$ cat config.mk
export PLATFORM = sky130hd
export DESIGN_NAME = pspc_top
export DESIGN_NICKNAME = d
export VERILOG_FILES = /design/src/verilog/pspc_pkg.sv /design/src/verilog/pspc_top.sv
export SDC_FILE = /design/constraint.sdc
export NUM_CORES = 1
export LEC_CHECK = 0
export BUFFER_PORTS_ARGS = -buffer_cell sky130_fd_sc_hd__buf_2
export CORE_ASPECT_RATIO = 0.8
export CORE_MARGIN = 1
export CORE_UTILIZATION = 58
export CTS_BUF_LIST = sky130_fd_sc_hd__clkbuf_16
export DETAILED_ROUTE_END_ITERATION = 16
export PLACE_DENSITY = 0.84
export SLEW_MARGIN = 15
export SYNTH_ARGS = -nofsm -noshare
export SYNTH_HDL_FRONTEND = slang
export SYNTH_SLANG_ARGS = --single-unit
$ cat constraint.sdc
create_clock -name pclk -period 3.5 [get_ports pclk]
set_input_delay 1.05 -clock pclk [delete_from_list [all_inputs] [get_ports pclk]]
set_output_delay 1.05 -clock pclk [all_outputs]
set_load 0.02 [all_outputs]
$ cat src/verilog/pspc_pkg.sv
// Package of constants and types for the pin strap and power control block
package pspc_pkg;
  localparam int CLK_HZ = 125_000_000;
  localparam int XTAL_HZ = 4_000_000;
  localparam int BAUD_FAST = 38400;
  localparam int BAUD_SLOW = 9600;
  localparam logic [15:0] BAUD_FAST_CYC = 16'(CLK_HZ / BAUD_FAST);
  localparam logic [15:0] BAUD_SLOW_CYC = 16'(CLK_HZ / BAUD_SLOW);
  localparam int SER_DATA_BITS = 8;
  localparam int SER_STOP_BITS = 1;
  // Millisecond tick drives every long timer
  localparam int TICK_MS = 1;
  localparam int TICK_CYC = CLK_HZ / 1000 * TICK_MS;
  localparam int DEBOUNCE_MS = 50;
  localparam int WAKE_SHORT_S = 1;
  localparam int WAKE_LONG_S = 5;
  localparam logic [12:0] DEBOUNCE_TICKS = 13'(DEBOUNCE_MS / TICK_MS);
  localparam logic [12:0] WAKE_SHORT_TICKS = 13'(WAKE_SHORT_S * 1000 / TICK_MS);
  localparam logic [12:0] WAKE_LONG_TICKS = 13'(WAKE_LONG_S * 1000 / TICK_MS);
  localparam int STRAP_SETTLE = 3;
  // Register offsets
  localparam logic [7:0] OFS_CMD = 8'h00;
  localparam logic [7:0] OFS_POWER_OPT = 8'h04;
  localparam logic [7:0] OFS_BAUD_PARAM = 8'h08;
  localparam logic [7:0] OFS_STATUS = 8'h0c;
  // Command register bits (write one to act)
  localparam int CMD_MEM_ON = 0;
  localparam int CMD_MEM_OFF = 1;
  localparam int CMD_LF_ON = 2;
  localparam int CMD_LF_OFF = 3;
  localparam int CMD_SLEEP = 4;
  // Power option fields
  localparam int PO_WAKE_SEL = 1;
  localparam int PO_IGN_EN = 2;
  localparam int PO_RUN_LEVEL = 6;
  localparam int PO_PWR_CTRL = 7;
  localparam logic [7:0] POWER_OPT_RST = 8'h80;
  localparam logic [15:0] BAUD_PARAM_RST = BAUD_FAST_CYC;
  typedef enum logic [2:0] {
    ST_RUN = 3'b001,
    ST_SLEEP = 3'b010,
    ST_WAKE = 3'b100
  } pspc_state_t;
  typedef struct packed {
    logic mem_en;
    logic lf_en;
    logic baud_fast;
  } pspc_cfg_t;
  typedef struct packed {
    logic srx;
    logic stx;
    logic vrx;
    logic vtx;
  } pspc_act_t;
endpackage

$ cat src/verilog/pspc_top.sv
// Pin strap sampling, power control and pin level handling with APB access
`timescale 1ns/100ps
`default_nettype none
module pspc_top
  import pspc_pkg::*;
#(
  parameter int TICK_CYCLES = TICK_CYC
)(
  // Clock and reset
  input wire logic pclk,
  input wire logic presetn,
  // APB slave
  input wire logic psel,
  input wire logic penable,
  input wire logic pwrite,
  input wire logic [7:0] paddr,
  input wire logic [31:0] pwdata,
  output logic [31:0] prdata,
  output logic pready,
  output logic pslverr,
  // Strap pins
  input wire logic memory_strap,
  input wire logic baud_strap,
  input wire logic line_end_strap,
  // Power pins
  input wire logic ignition_monitor_input,
  output logic power_switch_output,
  output logic osc_enable,
  // Vehicle bus pins
  input wire logic variable_pulse_bus_input,
  input wire logic kline_receive_n,
  input wire logic pwm_receive_n,
  output logic negative_line_drive_output,
  // Serial pins
  output logic serial_transmit_output,
  input wire logic serial_receive_input,
  // Activity indicators
  output logic serial_rx_led_n,
  output logic serial_tx_led_n,
  output logic vehicle_rx_led_n,
  output logic vehicle_tx_led_n,
  // Engine side
  input wire logic cmd_busy,
  input wire logic serial_tx_line,
  input wire logic pwm_dominant_req,
  input wire pspc_act_t activity,
  output pspc_cfg_t cfg,
  output logic [15:0] baud_cycles,
  output logic rts_request,
  output logic warm_start,
  output logic [2:0] bus_dominant,
  output logic serial_rx_level
);

  function automatic logic [31:0] rd_word(input logic [15:0] v);
    rd_word = {16'h0000, v};
  endfunction

  // Pin synchronisers reset to idle levels so no false edge follows reset
  logic [6:0] pin_s1_r;
  logic [6:0] pin_s2_r;
  always_ff @(posedge pclk or negedge presetn)
    if (!presetn)
    begin
      pin_s1_r <= 7'h76;
      pin_s2_r <= 7'h76;
    end
    else
    begin
      pin_s1_r <= {serial_receive_input, pwm_receive_n, kline_receive_n,
                   variable_pulse_bus_input, ignition_monitor_input,
                   baud_strap, memory_strap};
      pin_s2_r <= pin_s1_r;
    end

  logic strap_line_s1_r;
  logic strap_lf_s_r;
  always_ff @(posedge pclk or negedge presetn)
    if (!presetn)
    begin
      strap_line_s1_r <= 1'b0;
      strap_lf_s_r <= 1'b0;
    end
    else
    begin
      strap_line_s1_r <= line_end_strap;
      strap_lf_s_r <= strap_line_s1_r;
    end

  logic dual_in_s;
  assign dual_in_s = pin_s2_r[2];

  // APB slave: no wait state; read data leaves a flop loaded in the setup phase
  logic [7:0] power_opt_r;
  logic [15:0] baud_param_r;
  logic [4:0] status_v;
  logic wr_en;
  logic [31:0] rd_nxt;
  logic err_nxt;
  pspc_state_t st_r;
  assign wr_en = psel && penable && pready && pwrite && !pslverr;

  always_comb
  begin
    rd_nxt = 32'h0000_0000;
    err_nxt = 1'b0;
    case (paddr)
      OFS_CMD: rd_nxt = 32'h0000_0000;
      OFS_POWER_OPT: rd_nxt = rd_word({8'h00, power_opt_r});
      OFS_BAUD_PARAM: rd_nxt = rd_word(baud_param_r);
      OFS_STATUS: rd_nxt = rd_word({8'h00, st_r, status_v});
      default: err_nxt = 1'b1;
    endcase
  end

  always_ff @(posedge pclk or negedge presetn)
    if (!presetn)
    begin
      pready <= 1'b0;
      pslverr <= 1'b0;
      prdata <= 32'h0000_0000;
    end
    else if (psel && !penable)
    begin
      pready <= 1'b1;
      pslverr <= err_nxt;
      prdata <= pwrite ? 32'h0000_0000 : rd_nxt;
    end
    else
    begin
      pready <= 1'b0;
      pslverr <= 1'b0;
    end

  logic [4:0] cmd_v;
  assign cmd_v = (wr_en && paddr == OFS_CMD) ? pwdata[4:0] : 5'h00;

  always_ff @(posedge pclk or negedge presetn)
    if (!presetn)
      power_opt_r <= POWER_OPT_RST;
    else if (wr_en && paddr == OFS_POWER_OPT)
      power_opt_r <= pwdata[7:0];

  always_ff @(posedge pclk or negedge presetn)
    if (!presetn)
      baud_param_r <= BAUD_PARAM_RST;
    else if (wr_en && paddr == OFS_BAUD_PARAM)
      baud_param_r <= pwdata[15:0];

  // Strap capture once synchronisers have settled after reset release
  logic [1:0] settle_r;
  logic strap_done_r;
  logic strap_take;
  assign strap_take = !strap_done_r && settle_r == 2'(STRAP_SETTLE - 1);
  always_ff @(posedge pclk or negedge presetn)
    if (!presetn)
    begin
      settle_r <= 2'h0;
      strap_done_r <= 1'b0;
    end
    else if (!strap_done_r)
    begin
      settle_r <= settle_r + 2'h1;
      strap_done_r <= strap_take;
    end

  always_ff @(posedge pclk or negedge presetn)
    if (!presetn)
      cfg.mem_en <= 1'b0;
    else if (cmd_v[CMD_MEM_ON])
      cfg.mem_en <= 1'b1;
    else if (cmd_v[CMD_MEM_OFF])
      cfg.mem_en <= 1'b0;
    else if (strap_take)
      cfg.mem_en <= pin_s2_r[0];

  always_ff @(posedge pclk or negedge presetn)
    if (!presetn)
      cfg.lf_en <= 1'b0;
    else if (cmd_v[CMD_LF_ON])
      cfg.lf_en <= 1'b1;
    else if (cmd_v[CMD_LF_OFF])
      cfg.lf_en <= 1'b0;
    else if (strap_take)
      cfg.lf_en <= strap_lf_s_r;

  // Rate follows the parameter live; the strap only picks which source
  always_ff @(posedge pclk or negedge presetn)
    if (!presetn)
    begin
      cfg.baud_fast <= 1'b0;
      baud_cycles <= BAUD_SLOW_CYC;
    end
    else
    begin
      if (strap_take)
        cfg.baud_fast <= pin_s2_r[1];
      baud_cycles <= cfg.baud_fast ? baud_param_r : BAUD_SLOW_CYC;
    end

  // Millisecond enable; the divider keeps running in standby since pclk
  // here is not the gated crystal clock
  logic [$clog2(TICK_CYCLES)-1:0] div_r;
  logic tick;
  assign tick = div_r == ($clog2(TICK_CYCLES))'(TICK_CYCLES - 1);
  always_ff @(posedge pclk or negedge presetn)
    if (!presetn)
      div_r <= '0;
    else
      div_r <= tick ? '0 : div_r + 1'b1;

  logic ign_mode;
  assign ign_mode = power_opt_r[PO_PWR_CTRL] && power_opt_r[PO_IGN_EN];

  logic dual_prev_r;
  always_ff @(posedge pclk or negedge presetn)
    if (!presetn)
      dual_prev_r <= 1'b1;
    else
      dual_prev_r <= dual_in_s;
  logic dual_rise;
  assign dual_rise = dual_in_s && !dual_prev_r;

  // Debounce: low level must persist for the full count
  logic [12:0] deb_r;
  logic deb_hit;
  assign deb_hit = deb_r >= DEBOUNCE_TICKS;
  always_ff @(posedge pclk or negedge presetn)
    if (!presetn)
      deb_r <= 13'h0000;
    else if (dual_in_s || !ign_mode || st_r != ST_RUN)
      deb_r <= 13'h0000;
    else if (tick && !deb_hit)
      deb_r <= deb_r + 13'h0001;

  logic [12:0] wake_r;
  logic [12:0] wake_target;
  assign wake_target = power_opt_r[PO_WAKE_SEL] ? WAKE_LONG_TICKS
                                                : WAKE_SHORT_TICKS;
  logic wake_done;
  assign wake_done = tick && wake_r >= wake_target - 13'h0001;

  always_ff @(posedge pclk or negedge presetn)
    if (!presetn)
      wake_r <= 13'h0000;
    else if (st_r != ST_WAKE)
      wake_r <= 13'h0000;
    else if (tick)
      wake_r <= wake_r + 13'h0001;

  always_ff @(posedge pclk or negedge presetn)
    if (!presetn)
      st_r <= ST_RUN;
    else
      case (st_r)
        ST_RUN:
          if (cmd_v[CMD_SLEEP] || deb_hit)
            st_r <= ST_SLEEP;
        ST_SLEEP:
          if (dual_rise)
            st_r <= ST_WAKE;
        ST_WAKE:
          if (!dual_in_s)
            st_r <= ST_SLEEP;
          else if (wake_done)
            st_r <= ST_RUN;
        default:
          st_r <= ST_RUN;
      endcase

  always_ff @(posedge pclk or negedge presetn)
    if (!presetn)
      warm_start <= 1'b0;
    else
      warm_start <= st_r == ST_WAKE && dual_in_s && wake_done;

  // Crystal stays on during the wake wait so the delay can be timed
  always_ff @(posedge pclk or negedge presetn)
    if (!presetn)
      osc_enable <= 1'b1;
    else
      osc_enable <= st_r != ST_SLEEP;

  // Host keeps the request low until busy falls, so a level is enough
  always_ff @(posedge pclk or negedge presetn)
    if (!presetn)
      rts_request <= 1'b0;
    else
      rts_request <= !ign_mode && !dual_in_s && st_r == ST_RUN;

  always_ff @(posedge pclk or negedge presetn)
    if (!presetn)
      power_switch_output <= POWER_OPT_RST[PO_RUN_LEVEL];
    else if (power_opt_r[PO_PWR_CTRL])
      power_switch_output <= power_opt_r[PO_RUN_LEVEL] ^ (st_r == ST_SLEEP);
    else
      power_switch_output <= cmd_busy;

  // Normalised dominant flags: {pwm, kline, vpw}
  always_ff @(posedge pclk or negedge presetn)
    if (!presetn)
    begin
      bus_dominant <= 3'h0;
      serial_rx_level <= 1'b1;
      negative_line_drive_output <= 1'b0;
      serial_transmit_output <= 1'b1;
    end
    else
    begin
      bus_dominant[0] <= pin_s2_r[3];
      bus_dominant[1] <= !pin_s2_r[4];
      bus_dominant[2] <= !pin_s2_r[5];
      serial_rx_level <= pin_s2_r[6];
      negative_line_drive_output <= pwm_dominant_req && st_r == ST_RUN;
      // Framing (8N1) comes from the engine; idle is forced high here
      serial_transmit_output <= serial_tx_line || st_r != ST_RUN;
    end

  always_ff @(posedge pclk or negedge presetn)
    if (!presetn)
    begin
      serial_rx_led_n <= 1'b1;
      serial_tx_led_n <= 1'b1;
      vehicle_rx_led_n <= 1'b1;
      vehicle_tx_led_n <= 1'b1;
    end
    else
    begin
      serial_rx_led_n <= !activity.srx;
      serial_tx_led_n <= !activity.stx;
      vehicle_rx_led_n <= !activity.vrx;
      vehicle_tx_led_n <= !activity.vtx;
    end

  assign status_v = {rts_request, ign_mode, cfg.baud_fast, cfg.lf_en,
                     cfg.mem_en};

  // Assertions
  property p_mem_strap;
    @(posedge pclk) disable iff (!presetn)
    strap_take && cmd_v[1:0] == 2'h0 |=> cfg.mem_en == $past(pin_s2_r[0]);
  endproperty
  a_mem_strap: assert property (p_mem_strap)
    else $error("memory default not taken from strap");

  property p_strap_ignored;
    @(posedge pclk) disable iff (!presetn)
    strap_done_r && cmd_v == 5'h00 |=> $stable(cfg);
  endproperty
  a_strap_ignored: assert property (p_strap_ignored)
    else $error("configuration changed without a command");

  property p_lf_cmd;
    @(posedge pclk) disable iff (!presetn)
    cmd_v[CMD_LF_ON] |=> cfg.lf_en ##1 1'b1;
  endproperty
  a_lf_cmd: assert property (p_lf_cmd)
    else $error("linefeed-on command lost");

  property p_sleep_entry;
    @(posedge pclk) disable iff (!presetn)
    st_r == ST_RUN && deb_hit |=> st_r == ST_SLEEP ##1 !osc_enable;
  endproperty
  a_sleep_entry: assert property (p_sleep_entry)
    else $error("debounced low did not enter standby");

  property p_wake_edge;
    @(posedge pclk) disable iff (!presetn)
    st_r == ST_SLEEP && dual_rise |=> st_r == ST_WAKE;
  endproperty
  a_wake_edge: assert property (p_wake_edge)
    else $error("rising edge did not leave standby");

  property p_warm;
    @(posedge pclk) disable iff (!presetn)
    st_r == ST_WAKE && dual_in_s && wake_done |=> st_r == ST_RUN && warm_start;
  endproperty
  a_warm: assert property (p_warm)
    else $error("warm start missing after wake delay");

  property p_pwr_level;
    @(posedge pclk) disable iff (!presetn)
    power_opt_r[PO_PWR_CTRL] && st_r == ST_SLEEP |=>
      power_switch_output == !$past(power_opt_r[PO_RUN_LEVEL]);
  endproperty
  a_pwr_level: assert property (p_pwr_level)
    else $error("power output not inverted in standby");

  property p_busy;
    @(posedge pclk) disable iff (!presetn)
    !power_opt_r[PO_PWR_CTRL] |=> power_switch_output == $past(cmd_busy);
  endproperty
  a_busy: assert property (p_busy)
    else $error("busy output wrong");

  property p_rts;
    @(posedge pclk) disable iff (!presetn)
    !ign_mode && !dual_in_s && st_r == ST_RUN |=> rts_request;
  endproperty
  a_rts: assert property (p_rts)
    else $error("request-to-send not flagged");

  property p_led;
    @(posedge pclk) disable iff (!presetn)
    activity.srx ##1 activity.srx |-> !serial_rx_led_n;
  endproperty
  a_led: assert property (p_led)
    else $error("serial receive indicator not low");

  c_sleep: cover property (@(posedge pclk) disable iff (!presetn)
    st_r == ST_SLEEP);
  c_warm: cover property (@(posedge pclk) disable iff (!presetn)
    warm_start);
  c_busy_mode: cover property (@(posedge pclk) disable iff (!presetn)
    !power_opt_r[PO_PWR_CTRL] && cmd_busy);

endmodule
`default_nettype wire

==> results of run 1 <==
-- registers in the layout, indices dropped and copies added (netlist names), 2 cells and up --
register / flops
div_r: 17
baud_cycles: 16
baud_param_r: 16
prdata: 16
deb_r: 13
wake_r: 13
power_opt_r: 8
pin_s1_r: 7
pin_s2_r: 7
bus_dominant: 3
cfg: 3
st_r: 3
settle_r: 2
-- cells in the final DEF, fill, tap and decap left out, types with 8 or more instances in the layout --
cell	Yosys	layout
a21oi_1	15	15
a22o_1	9	9
a22oi_1	8	8
and2_1	17	17
buf_2	3	93
buf_4	16	8
clkbuf_16	0	17
conb_1	1	16
dfrtp_1	105	105
dfstp_2	36	36
ha_1	8	8
inv_1	16	18
mux2_2	31	31
nand2_1	40	40
nand2b_1	13	13
nand3_1	13	13
nor2_1	23	23
nor4_1	8	8
o21ai_0	21	21
-- cells by family (layout without fill, tap and decap cells) --
| group | after synthesis | after routing |
|---|---|---|
| AO/OA/AOI/OAI | 88 | 88 |
| XOR/XNOR | 13 | 13 |
| adder cells (fa/ha/maj) | 8 | 8 |
| buffers and inverters | 50 | 151 |
| flip-flops | 141 | 141 |
| multiplexers | 37 | 37 |
| other | 1 | 16 |
| AND/OR/NAND/NOR | 165 | 165 |
-- power by group through the flow --
stage	Combinational [W]	Sequential (W)	Clock [W]
floorplan	0.0000576	0.00173	0
global placement	0.000147	0.00171	0
detailed placement	0.000151	0.00171	0
CTS	0.000152	0.00168	0.00175
global route	0.000167	0.00168	0.00183
finish	0.000150	0.00168	0.00174
-- worst max-delay path, delay by kind of cell, from the launching register on --
kind | cells | cell delay (ns)
AND/OR/NAND/NOR | 3 | 1.78
AO/OA/AOI/OAI | 1 | 0.27
flip-flops | 1 | 0.45
-- per-stage QoR --
| stage | area, sq um | setup WS (ns) | hold WS (ns) |
|---|---|---|---|
| floorplan | 6012 | 0.6943 | 0.3312 |
| global placement | 6540 | 0.7118 | 0.3341 |
| detailed placement | 6540 | 0.6990 | 0.3355 |
| CTS | 7118 | 0.9472 | 0.3481 |
| global route | 7118 | 0.8683 | 0.3521 |
| finish | 7118 | 0.9288 | 0.3476 |
-- how the worst min path moves through the flow --
| stage | slack [ns] | depth (start not counted) | endpoint | from |
|---|---|---|---|---|
| floorplan | 0.33 | 0 | bus_dominant[0]$_DFF_PN0_ | pin_s2_r[3]$_DFF_PN0_ |
| global placement | 0.33 | 0 | pin_s2_r[3]$_DFF_PN0_ | pin_s1_r[3]$_DFF_PN0_ |
| detailed placement | 0.34 | 0 | pin_s2_r[0]$_DFF_PN0_ | pin_s1_r[0]$_DFF_PN0_ |
| CTS | 0.35 | 0 | pin_s2_r[0]$_DFF_PN0_ | pin_s1_r[0]$_DFF_PN0_ |
| global route | 0.35 | 0 | bus_dominant[0]$_DFF_PN0_ | pin_s2_r[3]$_DFF_PN0_ |
| finish | 0.35 | 0 | pin_s2_r[0]$_DFF_PN0_ | pin_s1_r[0]$_DFF_PN0_ |
-- metal layers --
layer / vias up / routed length [microns] / part of all wire (%) / track usage (%)
li1: 1982 / - / - / -
met1: 2173 / 5503 / 45 / 35.72
met2: 175 / 5819 / 47 / 37.45
met3: 23 / 709 / 5.8 / 6.283
met4: 0 / 249 / 2.0 / 9.632
met5: - / 0 / 0 / 0
-- synthesized netlist by cell type, types with 2 or more instances --
master | count | area [sq um]
or3_1 | 7 | 43.79
o31ai_1 | 3 | 22.52
nor3_1 | 7 | 35.03
ha_1 | 8 | 100.1
nor2_1 | 23 | 86.33
buf_2 | 3 | 15.01
nand2_1 | 40 | 150.1
o41ai_1 | 2 | 17.52
o21ai_0 | 21 | 105.1
nor2b_1 | 4 | 25.02
mux2_2 | 31 | 349.1
o21bai_1 | 2 | 15.01
or2_2 | 3 | 18.77
buf_4 | 16 | 120.1
a22oi_1 | 8 | 60.06
nand2b_1 | 13 | 81.33
a21o_1 | 2 | 15.01
nor3b_1 | 4 | 30.03
or4_4 | 2 | 22.52
dfrtp_1 | 105 | 2628
dfstp_2 | 36 | 945.9
inv_1 | 16 | 60.06
nand4_1 | 7 | 43.79
a31o_2 | 3 | 26.28
o311ai_0 | 3 | 26.28
nor4_1 | 8 | 50.05
o211ai_1 | 2 | 15.01
and4_1 | 3 | 26.28
xnor2_1 | 6 | 52.55
mux2i_1 | 6 | 60.06
a21oi_1 | 15 | 75.07
clkbuf_1 | 13 | 48.80
a31oi_1 | 6 | 37.54
nand3_1 | 13 | 65.06
xor2_1 | 7 | 61.31
or4_1 | 7 | 52.55
o211a_1 | 3 | 30.03
a22o_1 | 9 | 78.83
and2_1 | 17 | 106.4
and3_1 | 3 | 18.77
a41o_1 | 3 | 30.03
-- area by class of cell --
type / instances / area, sq um / share of cell area, %
inverter: 16 / 60.06 / 0.8437
clock inverter: 15 / 152.6 / 2.144
timing repair buffer: 103 / 556.8 / 7.822
tap: 136 / 170.2 / 2.391
multi-input combinational: 327 / 2180 / 30.62
sequential: 141 / 3573 / 50.20
clock buffer: 17 / 425.4 / 5.976
==> impl_results.md, run 1 <==
* Reg2Reg Capture Point: wake_r[6]$_DFFE_PN0P_
* Comb pwr share at under 10%
* Routability cong. at about 0.82
* Slew of the pin with the lowest slew margin at ~0.8 ns
* Filler Cell Count at roughly 660
* Drt pass-1 iters at 5
* Post-CTS Setup Inserts at 0
* H-Tree Depth at 4
* Sw Share at between 20% and 30%
* Synth Cell Area at between 5000 and 6000 sq um
* Worst-path cell chain: or4_4 -> or4_4 -> nor2_1 -> a41o_1
* Critical path launch point: div_r[7]$_DFF_PN0_
* Most used cell, CP: or4_4
* CORE AREA at ~10000 sq um
* Mux contribution to synthesized area at 6.870%
* CTS Buf Count at 17
* Die width at about 120 microns
* Crit path DAT at roughly 2.9 ns
* Layout Area Growth over Synthesis at 19.52%
* Fin Setup TNS at 0 ns
* Element type at the critical path start: flop
* Slew Limit Fails at 0
* Vias in the first global route at 4086
* Clock power share at 48.7%
* CP Data Required Time at just under 4 ns
* Via density at 5.766
* IO buf count at 94
* CTS Hold Buffers Added at 0
* Synth Area in Compound Gates at around 10%
* Clk buf depth at 2
* Primary FF master, synth: dfrtp_1
* Average size of a mapped cell at 11.84 sq um
* Hold Crit Class: flop to flop
* Global-route wire length before repair at ~20 mm
* Peak supply drop at 0.0004404 V
* Post-synth EDFFs at 0
* Die Height at approximately 93 microns
* Max-cap violations at 0
* Syn Inst Count at just over 500
* Die area at ~11000 sq um
* Synth unique cells at 54
* Max Clock Skew at between 0.01 and 0.015 ns
* CTS tree: built
* Root Buffer: clkbuf_16
* Worst setup path category: flop to flop
* Finished Layout Cells at between 700 and 800
* Sequential Power Share at 47.1%
* Fmax at between 0.3 and 0.4 GHz
* Max-slew headroom at about 46%
* Crit. End Element: flop
* Hpwl dp at just over 8 mm
* XOR/XNOR Fraction of Synth Area at around 1.9%
* Final period util at 73.46%
* Yosys reg bits at 141
* Final Total Pwr at 0.003566 W
* Clock-pin slew on the worst setup and hold paths at roughly 0.06 ns
* Pleak at ~3.4 nW
* Initial antenna violation count at 0
* R2R depth at 4
* I/O Pins at between 100 and 150
* Reg2reg start: div_r[7]$_DFF_PN0_
* Synth Area in Adders at 1.681%
* RSZ-0062 raised after global routing: no
* Combinational family with the most area after synthesis: simple AND/OR/NAND/NOR gates
* Starting Density at 60.71%
* Wire per inst at between 15 and 20 microns
* DRC Markers at 0
* Pin count of the biggest net entering global routing at slightly below 80
* Post-route ant nets at 0
* Simple-gate share of the synthesized area at 15.06%
* Reg2Reg Setup Slack at ~0.93 ns
* Cell Int Power at ~0.0028 W
* Clock latency on the worst-skew pair at about 0.42 ns
* Share of cells above drive strength 1 at between 30% and 40%
* Clk sinks at around 140
* Crit-path max cell delay at about 0.68 ns
* Post-Route Utilization at roughly 73%
* Final hold viol count at 0
* Gr ovfl total at 0
* Dpl cells at between 700 and 800
* Status: completed
* Async SR Flop Fraction at 100.0%
* Site row count at 32
* Post-cts resize count at 0
* N_diodes at 0
* GRT Total Usage at 25.16%
* Crit path max fanout at 20
* Routed WL at 12.28 mm
* Period minus WS final at between 2 and 3 ns
* Initial DRC count at roughly 350
* Slowest CP cell: nor2_1
* Setup violation total in the final timing report at 0
* Psw at slightly above 0.0008 W
* Sequential element share of the synthesized area at 60.00%
* Nets at between 600 and 700
* Critical Path Sink: wake_r[6]$_DFFE_PN0P_
* Pwr dens at around 500 nW/um^2
* Routed via count at approximately 4.4k
* Synth warn at 0
No activity file was read; power rests on OpenSTA's default activity.
==> run 2, diff against run 1 <==
Settings changed: CORE_UTILIZATION 58 to 54, PLACE_DENSITY 0.84 to 0.79.
Clock period 3.5 ns to 2.6 ns, I/O delays scaled along.
==> run 2 against run 1 <==
  * Clock power is 30% higher
  * Combinational power is 36% higher
  * Non-clock buffer count is 7 higher
  * Sequential cell count stayed put
  * Clock-buffer cell count stayed put
  * Largest cell class unchanged
  * Highest routed layer unchanged
==> impl_results.md, run 2 (same netlist as run 1, synthesis figures left out) <==
* Status: completed (unchanged)
* Pin count of the biggest net entering global routing at 57 (was 77)
* Post-route ant nets at 0 (unchanged)
* Fmax at 0.4157 GHz (was 0.3889 GHz)
* CP Data Required Time at 2.93 ns (was 3.85 ns)
* Final Total Pwr at 0.004730 W (was 0.003566 W)
* RSZ-0062 raised after global routing: no (unchanged)
* IO buf count at 94 (unchanged)
* Max-cap violations at 0 (unchanged)
* GR peak layer: met2 (unchanged)
* Hpwl dp at 8.486 mm (was 8.300 mm)
* Hold Crit Class: input pin to async pin (was flop to flop)
* Filler Cell Count at 734 (was 657)
* Crit. End Element: flop (unchanged)
* Period minus WS final at 2.405 ns (was 2.571 ns)
* CORE AREA at 10490 sq um (was 9809 sq um)
* Max-slew headroom at 57.38% (was 45.56%)
* Final period util at 92.51% (was 73.46%)
* Starting Density at 56.79% (was 60.71%)
* Clk buf depth at 2 (unchanged)
* Met3 Usage GRT at 5.154% (was 6.283%)
* Routability cong. at 0.8437 (was 0.8156)
* Die width at 119.4 microns (was 115.3 microns)
* H-Tree Depth at 4 (unchanged)
* Post-CTS Setup Inserts at 0 (unchanged)
* Worst setup path category: flop to flop (unchanged)
* Max Clock Skew at 0.006916 ns (was 0.01182 ns)
* Initial antenna violation count at 0 (unchanged)
* Crit path DAT at 2.74 ns (was 2.92 ns)
* Vias in the first global route at 4096 (was 4086)
* Layout Area Growth over Synthesis at 20.34% (was 19.52%)
* Global Route met2 Usage at 34.50% (was 37.45%)
* GRT Total Usage at 22.85% (was 25.16%)
* Gr ovfl total at 0 (unchanged)
* Routed WL at 12.15 mm (was 12.28 mm)
* Crit path max fanout at 17 (was 20)
* Global-route wire length before repair at 19.95 mm (was 20.13 mm)
* Pwr dens at 659.9 nW/um^2 (was 500.9 nW/um^2)
* Routing usage on met1 at 31.73% (was 35.72%)
* Area occupied by multi-input gates at 2180 sq um (unchanged)
* Clk sinks at 141 (unchanged)
* Pleak at 3.442 nW (was 3.407 nW)
* Clock latency on the worst-skew pair at 0.41 ns (was 0.42 ns)
* Share of cells above drive strength 1 at 34.19% (was 33.76%)
* Peak supply drop at 0.0004669 V (was 0.0004404 V)
* Nets at 681 (was 674)
* Die Height at 95.93 microns (was 92.64 microns)
* Max reg flops at 17 (unchanged)
* Clock-pin slew on the worst setup and hold paths at 0.05 ns (was 0.06 ns)
* I/O Pins at 127 (unchanged)
* Slew of the pin with the lowest slew margin at 0.6335 ns (was 0.8136 ns)
* Slew Limit Fails at 0 (unchanged)
* Root Buffer: clkbuf_16 (unchanged)
* Drt pass-1 iters at 5 (unchanged)
* CTS Hold Buffers Added at 0 (unchanged)
* Final hold viol count at 0 (unchanged)
* Wire per inst at 15.86 microns (was 16.26 microns)
* Fin Setup TNS at 0 ns (unchanged)
* Sequential standard cell area at 3573 sq um (unchanged)
* Setup violation total in the final timing report at 0 (unchanged)
* Die area at 11460 sq um (was 10680 sq um)
* CTS tree: built (unchanged)
* Site row count at 33 (was 32)
* CTS Buf Count at 17 (unchanged)
* Initial DRC count at 323 (was 348)
* Routed via count at 4297 (was 4353)
* Biggest register: div_r (unchanged)
* Post-cts resize count at 0 (unchanged)
* N_diodes at 0 (unchanged)
* Commonest non-fill, non-tap cells in the layout: dfrtp_1, buf_2, nand2_1 (unchanged)
* DRC Markers at 0 (unchanged)
* Most common cell after layout, fill and taps aside: dfrtp_1 (unchanged)
* Via density at 5.610 (was 5.766)
* Element type at the critical path start: flop (unchanged)
[run 2: cell types whose count changed in the layout (fill, tap and decap cells not counted)]
cell      delta
clkinv_2     +3
clkinv_1     +2
clkinv_4     -6
buf_4        +6
inv_6        +1
buf_12       +1
[run 2: final timing paths]
| check | end | cells past startpoint | startpoint | slack, ns |
|---|---|---|---|---|
| setup / recovery | deb_r[4]$_DFFE_PN0P_ | 5 | div_r[7]$_DFF_PN0_ | 0.19 |
| hold / removal | div_r[9]$_DFF_PN0_ | 1 | presetn | 0.33 |
| setup reg to reg | deb_r[4]$_DFFE_PN0P_ | 5 | div_r[7]$_DFF_PN0_ | 0.19 |
| hold reg to reg | strap_lf_s_r$_DFF_PN0_ | 0 | strap_line_s1_r$_DFF_PN0_ | 0.35 |
| max in group asynchronous | pin_s2_r[4]$_DFF_PN1_ | 2 | presetn | 1.59 |
| min in group pclk | strap_lf_s_r$_DFF_PN0_ | 0 | strap_line_s1_r$_DFF_PN0_ | 0.35 |
[run 2: where the power goes]
part           internal, W  total, W  switching (W)
Sequential         0.00225   0.00226      0.0000143
Combinational    0.0000638  0.000204       0.000140
Clock              0.00139   0.00226       0.000874
[run 2: critical path: stages, from the launching register on]
cell and delay, ns:
dfrtp_1 0.44, or4_4 0.54, or4_4 0.55, buf_4 0.20
nor4_1 0.37, mux2i_1 0.23
[run 2: layer usage]
layer	share of wire, %	vias to the layer above
met5	0	-
met4	1.4	0
met3	5.4	18
met2	47	144
met1	46	2150
li1	-	1985
[run 2: final cells by class]
cell class	count	area share (%)
clock inverter	15	1.833
tap	140	2.444
inverter	16	0.8380
timing repair buffer	110	8.677
clock buffer	17	5.936
multi-input combinational	327	30.41
sequential	141	49.86
[run 2: stage by stage]
stage	setup WS [ns]	cells	hold WS, ns	area (sq um)	util (%)
final	0.1946	766	0.3269	7167	68.34
after global routing	0.1419	766	0.3583	7167	68.34
after CTS	0.2154	766	0.3477	7167	68.34
after detailed placement	0.1513	734	0.3370	6610	63.03
after global placement	0.2448	734	0.3388	6610	63.03
after floorplan	0.06431	518	0.3312	6012	-
